===== src/logic/pvc_consts.vh =====
// register map, field positions, reset values and timing counts for the calibration control
`ifndef PVC_CONSTS_VH
`define PVC_CONSTS_VH
`define PVC_ADDR_TRIM 8'h59
`define PVC_ADDR_PLL_RST 8'h5c
`define PVC_ADDR_TUNE_CTRL 8'h5d
`define PVC_ADDR_TUNE_STATE 8'h5e
`define PVC_ADDR_RUN_CTRL 8'h61
`define PVC_ADDR_MODE_SEL 8'h62
`define PVC_RST_TRIM 8'h00
`define PVC_RST_PLL_RST 8'h00
`define PVC_RST_TUNE_CTRL 8'h40
`define PVC_RST_RUN_CTRL 8'h01
`define PVC_RST_MODE_SEL 8'h01
`define PVC_TUNE_EN_BIT 0
`define PVC_SETTLE_HI 6
`define PVC_SETTLE_LO 4
`define PVC_PLL_RST_BIT 0
`define PVC_RUN_BIT 0
`define PVC_FG_BIT 0
`define PVC_BG_BIT 1
`define PVC_FGOS_BIT 2
`define PVC_BGOS_BIT 3
`define PVC_TUNE_CTRL_MASK 8'h71
`define PVC_MODE_SEL_MASK 8'h0f
`define PVC_TRIM_MASK 8'h7f
// settle base 40 ns and foreground run 500 ns at the 5 ns clock
`define PVC_SETTLE_BASE_CYC 12'h008
`define PVC_FG_CAL_CYC 10'h064
`define PVC_TRIM_MID 7'h40
`endif


===== src/logic/pvc_settle_timer.v =====
// settle wait counter: length scales with the settle select
`timescale 1ns/1ps
`include "pvc_consts.vh"
module pvc_settle_timer (
  input wire sys_clk,
  input wire sys_rst,
  input wire start,
  input wire [2:0] settle_sel,
  output reg done
);
  reg [11:0] count_r;
  reg busy_r;
  wire [11:0] base_cyc;
  wire [11:0] length;
  assign base_cyc = `PVC_SETTLE_BASE_CYC;
  // wait = base << (select + 1), larger select longer wait
  assign length = base_cyc << ({1'b0, settle_sel} + 4'h1);
  always @(posedge sys_clk) begin
    if (sys_rst) begin
      count_r <= 12'h000;
      busy_r <= 1'b0;
      done <= 1'b0;
    end else begin
      done <= 1'b0;
      if (start) begin
        count_r <= length - 12'h001;
        busy_r <= 1'b1;
      end else if (busy_r) begin
        if (count_r == 12'h000) begin
          busy_r <= 1'b0;
          done <= 1'b1;
        end else begin
          count_r <= count_r - 12'h001;
        end
      end
    end
  end
endmodule // pvc_settle_timer


===== src/logic/pvc_cal_ctrl.v =====
// register bank and sequencing for oscillator tuning and converter calibration
`timescale 1ns/1ps
`include "pvc_consts.vh"
module pvc_cal_ctrl (
  input wire sys_clk,
  input wire sys_rst,
  input wire wr_en,
  input wire rd_en,
  input wire [7:0] addr,
  input wire [7:0] wr_data,
  input wire freq_too_high,
  output reg [7:0] rd_data,
  output reg rd_valid,
  output reg [6:0] oscillator_trim_code,
  output reg pll_hold_reset,
  output reg oscillator_tuning_complete,
  output reg cal_logic_reset,
  output reg div_reset,
  output reg cal_values_reset,
  output reg fg_cal_active,
  output reg bg_cal_active,
  output reg fg_offset_active,
  output reg bg_offset_active
);
  localparam ST_IDLE = 3'h0;
  localparam ST_SETTLE = 3'h1;
  localparam ST_DECIDE = 3'h2;
  localparam ST_DONE = 3'h3;
  localparam ST_HELD = 3'h4;
  localparam FG_IDLE = 2'h0;
  localparam FG_CLEAR = 2'h1;
  localparam FG_RUN = 2'h2;
  localparam FG_FIN = 2'h3;

  reg [7:0] tune_ctrl_r;
  reg [7:0] run_ctrl_r;
  reg [7:0] mode_sel_r;
  reg [7:0] trim_r;
  reg pll_rst_r;
  reg [2:0] st_r;
  reg [2:0] st_nxt;
  reg [6:0] step_r;
  reg [6:0] step_nxt;
  reg [6:0] trim_nxt;
  reg settle_start;
  reg complete_nxt;
  reg [1:0] fg_st_r;
  reg [9:0] fg_cnt_r;
  wire settle_done;
  wire tune_en;
  wire run_en;
  wire fg_sel;
  wire bg_sel;
  wire hold_release;
  wire sw_trim_wr;

  assign tune_en = tune_ctrl_r[`PVC_TUNE_EN_BIT];
  assign run_en = run_ctrl_r[`PVC_RUN_BIT];
  assign fg_sel = mode_sel_r[`PVC_FG_BIT];
  assign bg_sel = mode_sel_r[`PVC_BG_BIT];
  assign sw_trim_wr = wr_en && (addr == `PVC_ADDR_TRIM);
  // release of hold-reset by a write of zero
  assign hold_release = wr_en && (addr == `PVC_ADDR_PLL_RST) && pll_rst_r
    && !wr_data[`PVC_PLL_RST_BIT];

  pvc_settle_timer u_settle (
    .sys_clk(sys_clk),
    .sys_rst(sys_rst),
    .start(settle_start),
    .settle_sel(tune_ctrl_r[`PVC_SETTLE_HI:`PVC_SETTLE_LO]),
    .done(settle_done)
  );

  // register writes
  always @(posedge sys_clk) begin
    if (sys_rst) begin
      tune_ctrl_r <= `PVC_RST_TUNE_CTRL;
      run_ctrl_r <= `PVC_RST_RUN_CTRL;
      mode_sel_r <= `PVC_RST_MODE_SEL;
      pll_rst_r <= 1'b0;
    end else if (wr_en) begin
      if (addr == `PVC_ADDR_PLL_RST) begin
        pll_rst_r <= wr_data[`PVC_PLL_RST_BIT];
      end else if (addr == `PVC_ADDR_TUNE_CTRL) begin
        tune_ctrl_r <= wr_data & `PVC_TUNE_CTRL_MASK;
      end else if (addr == `PVC_ADDR_RUN_CTRL) begin
        run_ctrl_r <= {7'h00, wr_data[`PVC_RUN_BIT]};
      end else if (addr == `PVC_ADDR_MODE_SEL) begin
        mode_sel_r <= wr_data & `PVC_MODE_SEL_MASK;
      end
    end
  end

  // binary search of trim code, one bit per settled step
  always @* begin
    st_nxt = st_r;
    step_nxt = step_r;
    trim_nxt = trim_r[6:0];
    settle_start = 1'b0;
    complete_nxt = oscillator_tuning_complete;
    case (st_r)
      ST_IDLE: begin
        if (pll_rst_r) begin
          st_nxt = ST_HELD;
        end
      end
      ST_HELD: begin
        // flag low while held with tuning armed
        complete_nxt = !tune_en;
        if (hold_release) begin
          if (tune_en) begin
            st_nxt = ST_SETTLE;
            step_nxt = `PVC_TRIM_MID;
            trim_nxt = `PVC_TRIM_MID;
            settle_start = 1'b1;
            complete_nxt = 1'b0;
          end else begin
            st_nxt = ST_DONE;
            complete_nxt = 1'b1;
          end
        end
      end
      ST_SETTLE: begin
        if (settle_done) begin
          st_nxt = ST_DECIDE;
        end
      end
      ST_DECIDE: begin
        if (freq_too_high) begin
          trim_nxt = trim_r[6:0] & ~step_r;
        end
        if (step_r == 7'h01) begin
          st_nxt = ST_DONE;
          complete_nxt = 1'b1;
        end else begin
          step_nxt = {1'b0, step_r[6:1]};
          trim_nxt = (freq_too_high ? (trim_r[6:0] & ~step_r) : trim_r[6:0])
            | {1'b0, step_r[6:1]};
          settle_start = 1'b1;
          st_nxt = ST_SETTLE;
        end
      end
      ST_DONE: begin
        if (pll_rst_r) begin
          st_nxt = ST_HELD;
        end
      end
      default: begin
        st_nxt = ST_IDLE;
      end
    endcase
    if (pll_rst_r && (st_r == ST_SETTLE || st_r == ST_DECIDE)) begin
      st_nxt = ST_HELD;
    end
  end

  always @(posedge sys_clk) begin
    if (sys_rst) begin
      st_r <= ST_IDLE;
      step_r <= 7'h00;
      trim_r <= `PVC_RST_TRIM;
      oscillator_tuning_complete <= 1'b0;
    end else begin
      st_r <= st_nxt;
      step_r <= step_nxt;
      oscillator_tuning_complete <= complete_nxt;
      // engine or software writes the trim code
      if (sw_trim_wr) begin
        trim_r <= wr_data & `PVC_TRIM_MASK;
      end else begin
        trim_r <= {1'b0, trim_nxt};
      end
    end
  end

  // foreground calibration sequence, restarted on every rising edge of the run bit
  always @(posedge sys_clk) begin
    if (sys_rst) begin
      fg_st_r <= FG_IDLE;
      fg_cnt_r <= 10'h000;
    end else if (!run_en) begin
      // held in reset while run bit low
      fg_st_r <= FG_IDLE;
      fg_cnt_r <= 10'h000;
    end else begin
      case (fg_st_r)
        FG_IDLE: begin
          fg_st_r <= FG_CLEAR;
        end
        FG_CLEAR: begin
          // values reset, foreground run only if selected
          if (fg_sel) begin
            fg_st_r <= FG_RUN;
            fg_cnt_r <= `PVC_FG_CAL_CYC - 10'h001;
          end else begin
            fg_st_r <= FG_FIN;
          end
        end
        FG_RUN: begin
          if (fg_cnt_r == 10'h000) begin
            fg_st_r <= FG_FIN;
          end else begin
            fg_cnt_r <= fg_cnt_r - 10'h001;
          end
        end
        default: begin
          fg_st_r <= FG_FIN;
        end
      endcase
    end
  end

  // outputs and read data
  always @(posedge sys_clk) begin
    if (sys_rst) begin
      rd_data <= 8'h00;
      rd_valid <= 1'b0;
      oscillator_trim_code <= 7'h00;
      pll_hold_reset <= 1'b0;
      cal_logic_reset <= 1'b0;
      div_reset <= 1'b0;
      cal_values_reset <= 1'b0;
      fg_cal_active <= 1'b0;
      bg_cal_active <= 1'b0;
      fg_offset_active <= 1'b0;
      bg_offset_active <= 1'b0;
    end else begin
      rd_valid <= rd_en;
      if (addr == `PVC_ADDR_TRIM) begin
        rd_data <= trim_r;
      end else if (addr == `PVC_ADDR_PLL_RST) begin
        rd_data <= {7'h00, pll_rst_r};
      end else if (addr == `PVC_ADDR_TUNE_CTRL) begin
        rd_data <= tune_ctrl_r;
      end else if (addr == `PVC_ADDR_TUNE_STATE) begin
        rd_data <= {7'h00, oscillator_tuning_complete};
      end else if (addr == `PVC_ADDR_RUN_CTRL) begin
        rd_data <= run_ctrl_r;
      end else if (addr == `PVC_ADDR_MODE_SEL) begin
        rd_data <= mode_sel_r;
      end else begin
        rd_data <= 8'h00;
      end
      oscillator_trim_code <= trim_r[6:0];
      pll_hold_reset <= pll_rst_r;
      cal_logic_reset <= !run_en;
      div_reset <= !run_en;
      cal_values_reset <= (fg_st_r == FG_CLEAR);
      fg_cal_active <= (fg_st_r == FG_RUN);
      bg_cal_active <= run_en && bg_sel && (fg_st_r == FG_FIN);
      // foreground offset gated by foreground run
      fg_offset_active <= (fg_st_r == FG_RUN) && mode_sel_r[`PVC_FGOS_BIT];
      // background offset gated by background enable
      bg_offset_active <= run_en && bg_sel && (fg_st_r == FG_FIN)
        && mode_sel_r[`PVC_BGOS_BIT];
    end
  end
endmodule // pvc_cal_ctrl


===== config.mk =====
export PLATFORM = sky130hd
export DESIGN_NAME = pvc_cal_ctrl
export DESIGN_NICKNAME = d
export VERILOG_FILES = /design/src/logic/pvc_settle_timer.v /design/src/logic/pvc_cal_ctrl.v
export VERILOG_INCLUDE_DIRS = /design/src /design/src/logic
export SDC_FILE = /design/constraint.sdc
export NUM_CORES = 1
export LEC_CHECK = 0
export ABC_AREA = 0
export CAP_MARGIN = 15
export CORE_MARGIN = 3
export CORE_UTILIZATION = 30
export DETAILED_ROUTE_END_ITERATION = 10
export DONT_BUFFER_PORTS = 1
export HOLD_SLACK_MARGIN = 0.06
export PLACE_DENSITY_LB_ADDON = 0.3
export SETUP_SLACK_MARGIN = 0.15
export SLEW_MARGIN = 0
export SYNTH_ARGS = -nofsm -noshare
export SYNTH_HDL_FRONTEND = slang
export SYNTH_SLANG_ARGS = --single-unit

===== constraint.sdc =====
create_clock -name sys_clk -period 2.9 [get_ports sys_clk]
set_input_delay 0.29 -clock sys_clk [delete_from_list [all_inputs] [get_ports sys_clk]]
set_output_delay 0.29 -clock sys_clk [all_outputs]
set_load 0.03 [all_outputs]

==> results of run 1 <==
==> kinds of logic (layout without fill, tap and decap cells) <==
logic type / count (synthesis) / count (layout) / share of synthesized area (%)
flops: 76 / 76 / 42.88
xor+xnor: 18 / 18 / 4.443
mux: 12 / 12 / 3.385
buf+inv: 35 / 37 / 4.337
fa+ha+maj: 2 / 2 / 0.7051
simple gates: 174 / 174 / 27.29
compound gates: 85 / 85 / 16.86
other cells: 1 / 1 / 0.1057
==> power groups by stage <==
stage          combinational (uW)  sequential, uW  clock (uW)
6_report                      418            1160        1240
3_3_place_gp                  382            1180           0
3_5_place_dp                  394            1190           0
5_1_grt                       469            1170        1320
4_1_cts                       416            1160        1260
2_1_floorplan                 351            1170           0
==> synthesized netlist by cell type, types with 10 or more instances <==
cell type and n:
clkbuf_1 16, nor2_1 44, nor2b_1 16, nor3_1 13, nand2_1 32, or3_1 12
inv_1 10, xnor2_1 13, dfxtp_1 76, mux2i_1 12, nand3_1 14, a21oi_1 33
==> cell type report <==
| class | instances | area share [%] |
|---|---|---|
| clock buffer | 10 | 5.881 |
| clock inverter | 6 | 2.340 |
| inverter | 10 | 0.9236 |
| multi-input combinational | 292 | 46.27 |
| sequential | 76 | 37.53 |
| tap | 143 | 4.403 |
| timing repair buffer | 11 | 2.648 |
==> registers in the layout, indices dropped and copies added (netlist names), 2 cells and up <==
name                  flops
fg_cnt_r                 10
fg_st_r                   2
mode_sel_r                4
oscillator_trim_code      7
rd_data                   7
st_r                      3
step_r                    7
trim_r                    7
tune_ctrl_r               4
u_settle.count_r         12
==> per-layer routing <==
layer | track usage, % | wire, um | vias up
li1 | - | - | 1432
met1 | 17.62 | 4045 | 1347
met2 | 21.96 | 3818 | 60
met3 | 3.211 | 415 | 15
met4 | 6.182 | 189 | 0
met5 | 0 | 0 | -
==> repair_timing <==
item,in CTS,in global routing
hold buffers,3,0
hold endpoints to repair,54,0
setup endpoints to repair,0,2
resized for setup,0,6
setup buffers,0,1
==> worst max-delay path: stages, from the launching register on <==
cell      delay, ns
dfxtp_1        0.34
or4_4          0.56
nor4b_4        0.24
o22a_2         0.21
nand2_1        0.06
ha_2           0.22
inv_1          0.17
or2_4          0.19
nor3_2         0.05
xnor2_1        0.16
a211oi_1       0.23
==> metrics by stage <==
step	hold slack, ns	total power (uW)	cells
2_1_floorplan	0.3699	1521	403
3_3_place_gp	0.3663	1565	528
3_5_place_dp	0.3655	1579	528
4_1_cts	0.06795	2842	547
5_1_grt	0.08023	2956	548
6_report	0.07990	2821	548
==> worst paths after layout <==
path	start	to	slack (ns)
setup / recovery	step_r[2]	u_settle.count_r[10]	0.39
hold / removal	rd_en	rd_valid	0.08
setup reg to reg	step_r[2]	u_settle.count_r[10]	0.39
hold reg to reg	mode_sel_r[2]	mode_sel_r[2]	0.48
==> results.sh, run 1 <==
export IMPL_multi_input_area_um2=1881
export IMPL_yosysSeqAreaShare_pct=42.88
export IMPL_ff2ff_path_depth=10
export IMPL_synth_largest_area_cell="dfxtp_1"
export IMPL_wl_per_cell_um=15.45
export IMPL_diodes=0
export IMPL_dpl_hpwl_um=5716
export IMPL_vias_per_cell=5.208
export IMPL_drive_gt1_share_pct=13.09
export IMPL_rsz0062_at_grt="false"
export IMPL_port_buffers=0
export IMPL_hold_path_depth=1
export IMPL_peakVddDrop_uv=394.0
export IMPL_power_frac_seq_pct=41.2
export IMPL_area_growth_pct=14.53
export IMPL_initial_core_util_pct=30.94
export IMPL_io_pins=46
export IMPL_drv_cap=0
export IMPL_fmax_ghz=0.3984
export IMPL_synth_flop_cell="dfxtp_1"
export IMPL_cts_root_buffer="clkbuf_16"
export IMPL_cp_max_fo=5
export IMPL_core_region_area_um2=11470
export IMPL_synth_top_area_share_pct=42.88
export IMPL_fin_setup_tns_ns=0
export IMPL_antenna_found_initial=0
export IMPL_layout_common_cells="dfxtp_1 (73), nor2_1 (44), a21oi_1 (33)"
export IMPL_cp_end_kind="register"
export IMPL_clockBufferDepth=2
export IMPL_drt_initial_drc_count=256
export IMPL_slew_headroom_pct=51.16
export IMPL_hold_class="input port to register"
export IMPL_pwr_share_comb_pct=14.8
export IMPL_ys_ff_latch=76
export IMPL_htreeDepth=3
export IMPL_wl_um=8468
export IMPL_first_pass_iters=4
export IMPL_synth_edf_count=0
export IMPL_grt_pass1_wl_um=14440
export IMPL_final_setup_worst_slack_ns=0.3902
export IMPL_avgSynthCellArea_um2=8.805
export IMPL_dp_slack_ns=0.2400
export IMPL_die_w_um=114.8
export IMPL_worst_slew_pin_slew_ns=0.7292
export IMPL_clk_latency_ns=0.34
export IMPL_maxSlewViolCount=0
export IMPL_gp_congestion=0.7752
export IMPL_drc_errors=0
export IMPL_fin_area_um2=4064
export IMPL_ys_types=58
export IMPL_internal_power_uw=2069
export IMPL_postRouteAntennaNets=0
export IMPL_finalCritPeriodShare_pct=86.55
export IMPL_rows=39
export IMPL_grt_overflow=0
export IMPL_skew_ns=0.007336
export IMPL_critPathLaunchType="register"
export IMPL_path_class="register to register"
export IMPL_cp_data_required_time_ns=3.15
export IMPL_power_leakage_uw=0.001400
export IMPL_grt_pass1_vias=2844
export IMPL_cp_arrival_ns=2.76
export IMPL_syn_num_nets=426
export IMPL_switching_power_uw=751.7
export IMPL_finalNetCount=423
export IMPL_grt_usage_pct=13.72
export IMPL_cts_sinks=76
export IMPL_synthCells=403
export IMPL_yosysWarnings=0
export IMPL_place_area_um2=3664
export IMPL_dr_total_vias=2854
export IMPL_fillers=1177
export IMPL_p_clk_share_pct=43.9
export IMPL_syn_cell_area_um2=3548
export IMPL_die_height_um=114.8
export IMPL_hold_viol_final=0
export IMPL_cts_tree="done"
export IMPL_p_sw_share_pct=26.65
export IMPL_period_minus_slack_ns=2.510
export IMPL_grt_max_degree=55
export IMPL_regArea_um2=1525
export IMPL_outcome="completed"
export IMPL_dieArea_um2=13170
export IMPL_final_common_cell="dfxtp_1"
export IMPL_path_clk_slew_ns=0.06
export IMPL_post_route_util_pct=35.44
export IMPL_async_flop_share_pct=0
export IMPL_cts_buffers=9
export IMPL_pwr_density_cell_nw_per_um2=694.1
export IMPL_setup_viol=0
export IMPL_synth_area_top_cells="dfxtp_1 (43%), a21oi_1 (4.7%), nor2_1 (4.7%), mux2i_1 (3.4%), nand2_1 (3.4%)"
(Power assumes the default switching activity.)
==> run 2: changes to the inputs <==
Settings changed: CORE_UTILIZATION 30 to 25.
==> results.sh, run 2 (same netlist as run 1, synthesis figures left out) <==
export IMPL_cts_root_buffer="clkbuf_16"
export IMPL_fin_area_um2=4093
export IMPL_worst_slew_pin_slew_ns=0.7827
export IMPL_drc_errors=0
export IMPL_largest_reg_flops=12
export IMPL_area_growth_pct=15.34
export IMPL_slew_headroom_pct=47.58
export IMPL_place_area_um2=3720
export IMPL_largest_register="u_settle.count_r"
export IMPL_multi_input_area_um2=1884
export IMPL_diodes=0
export IMPL_fmax_ghz=0.4003
export IMPL_layout_common_cells="dfxtp_1 (75), nor2_1 (44), a21oi_1 (33)"
export IMPL_regArea_um2=1523
export IMPL_hold_class="input port to register"
export IMPL_cts_tree="done"
export IMPL_grt_pass1_wl_um=14380
export IMPL_path_class="register to register"
export IMPL_top_regs="u_settle.count_r (12), fg_cnt_r (10)"
export IMPL_slowest_stage="or4_4"
export IMPL_cp_arrival_ns=2.75
export IMPL_drive_gt1_share_pct=13.51
export IMPL_wl_per_cell_um=14.81
export IMPL_dr_total_vias=2847
export IMPL_skew_ns=0.004796
export IMPL_initial_core_util_pct=26.17
export IMPL_io_pins=46
export IMPL_dp_slack_ns=0.2859
export IMPL_hold_slack_ns=0.07885
export IMPL_fin_setup_tns_ns=0
export IMPL_dpl_hpwl_um=5954
export IMPL_grt_usage_pct=11.13
export IMPL_grt_pass1_vias=2773
export IMPL_regToRegStartpoint="step_r[2]"
export IMPL_wl_um=8636
export IMPL_outcome="completed"
export IMPL_fillers=1430
export IMPL_hold_viol_final=0
export IMPL_htreeDepth=3
export IMPL_grt_max_degree=54
export IMPL_die_height_um=125.1
export IMPL_power_leakage_uw=0.001387
export IMPL_cts_buffers=9
export IMPL_peakVddDrop_uv=291.0
export IMPL_vias_per_cell=4.883
export IMPL_startpoint="step_r[2]"
export IMPL_crit_path_cell_trace="or4_4 -> nor4b_4 -> o22a_2 -> nand2_1 -> ha_2 -> inv_2 -> or2_4 -> nor4_2 -> xnor2_1 -> a211oi_2"
export IMPL_min_delay_start="wr_data[6]"
export IMPL_clockBufferDepth=2
export IMPL_dieArea_um2=15660
export IMPL_setup_viol=0
export IMPL_drv_cap=0
export IMPL_core_region_area_um2=13560
export IMPL_critPathLaunchType="register"
export IMPL_rsz0062_at_grt="false"
export IMPL_gp_congestion=0.7996
export IMPL_p_total_uw=2726
export IMPL_critPathMaxStageDelay_ns=0.56
export IMPL_period_minus_slack_ns=2.498
export IMPL_cp_end_kind="register"
export IMPL_maxSlewViolCount=0
export IMPL_postRouteAntennaNets=0
export IMPL_pwr_density_cell_nw_per_um2=666.1
export IMPL_port_buffers=0
export IMPL_final_setup_worst_slack_ns=0.4016
export IMPL_antenna_found_initial=0
export IMPL_cp_max_fo=5
export IMPL_cp_data_required_time_ns=3.15
export IMPL_final_common_cell="dfxtp_1"
export IMPL_drt_initial_drc_count=128
export IMPL_finalNetCount=425
export IMPL_die_w_um=125.1
export IMPL_grt_overflow=0
export IMPL_rows=42
export IMPL_first_pass_iters=4
export IMPL_finalCritPeriodShare_pct=86.15
export IMPL_path_clk_slew_ns=0.06
export IMPL_cts_sinks=76
export IMPL_clk_latency_ns=0.33
run 2: worst paths after layout:
check,to,slack [ns],cells past startpoint
worst max-delay path,u_settle.count_r[8],0.40,10
worst max register to register,u_settle.count_r[8],0.40,10
worst min-delay path,tune_ctrl_r[6],0.08,1
worst min register to register,mode_sel_r[2],0.48,2
run 2: power breakdown:
group | internal (uW) | total [uW] | switching, uW
logic | 189 | 422 | 233
registers | 1100 | 1160 | 65.1
clock network | 679 | 1140 | 461
run 2: what timing repair did:
action,CTS,global route
endpoints found under the hold margin,53,0
endpoints found under the setup margin,0,2
hold buffers,2,0
resized for setup,0,5
buffers inserted,0,2
run 2: routing by layer:
| layer | wire length [um] | GRT usage, % | up-vias | part of all wire, % |
|---|---|---|---|---|
| li1 | - | - | 1432 | - |
| met4 | 62 | 2.679 | 0 | 0.72 |
| met1 | 3929 | 14.44 | 1333 | 45 |
| met2 | 3972 | 17.62 | 76 | 46 |
| met3 | 672 | 4.179 | 6 | 7.8 |
| met5 | 0 | 0 | - | 0 |
run 2: area by class of cell:
type / instances / area share, %
Clock buffer: 9 / 5.503
Clock inverter: 7 / 2.018
Inverter: 10 / 0.9171
Multi-Input combinational cell: 292 / 46.04
Sequential cell: 76 / 37.21
Tap cell: 176 / 5.381
Timing Repair Buffer: 13 / 2.935
run 2: critical path: cells and delay by family (launching register included):
| kind | cells | cell delay, ns |
|---|---|---|
| XOR/XNOR | 1 | 0.15 |
| adder cells (fa/ha/maj) | 1 | 0.22 |
| flip-flops | 1 | 0.35 |
| AO/OA/AOI/OAI | 2 | 0.48 |
| buffers and inverters | 1 | 0.11 |
| AND/OR/NAND/NOR | 5 | 1.10 |
run 2: per-stage QoR:
step | cells | utilization [%]
3_3_place_gp | 563 | 27.44
6_report | 583 | 30.19
2_1_floorplan | 403 | -
5_1_grt | 583 | 30.19
3_5_place_dp | 563 | 27.44
4_1_cts | 581 | 29.98
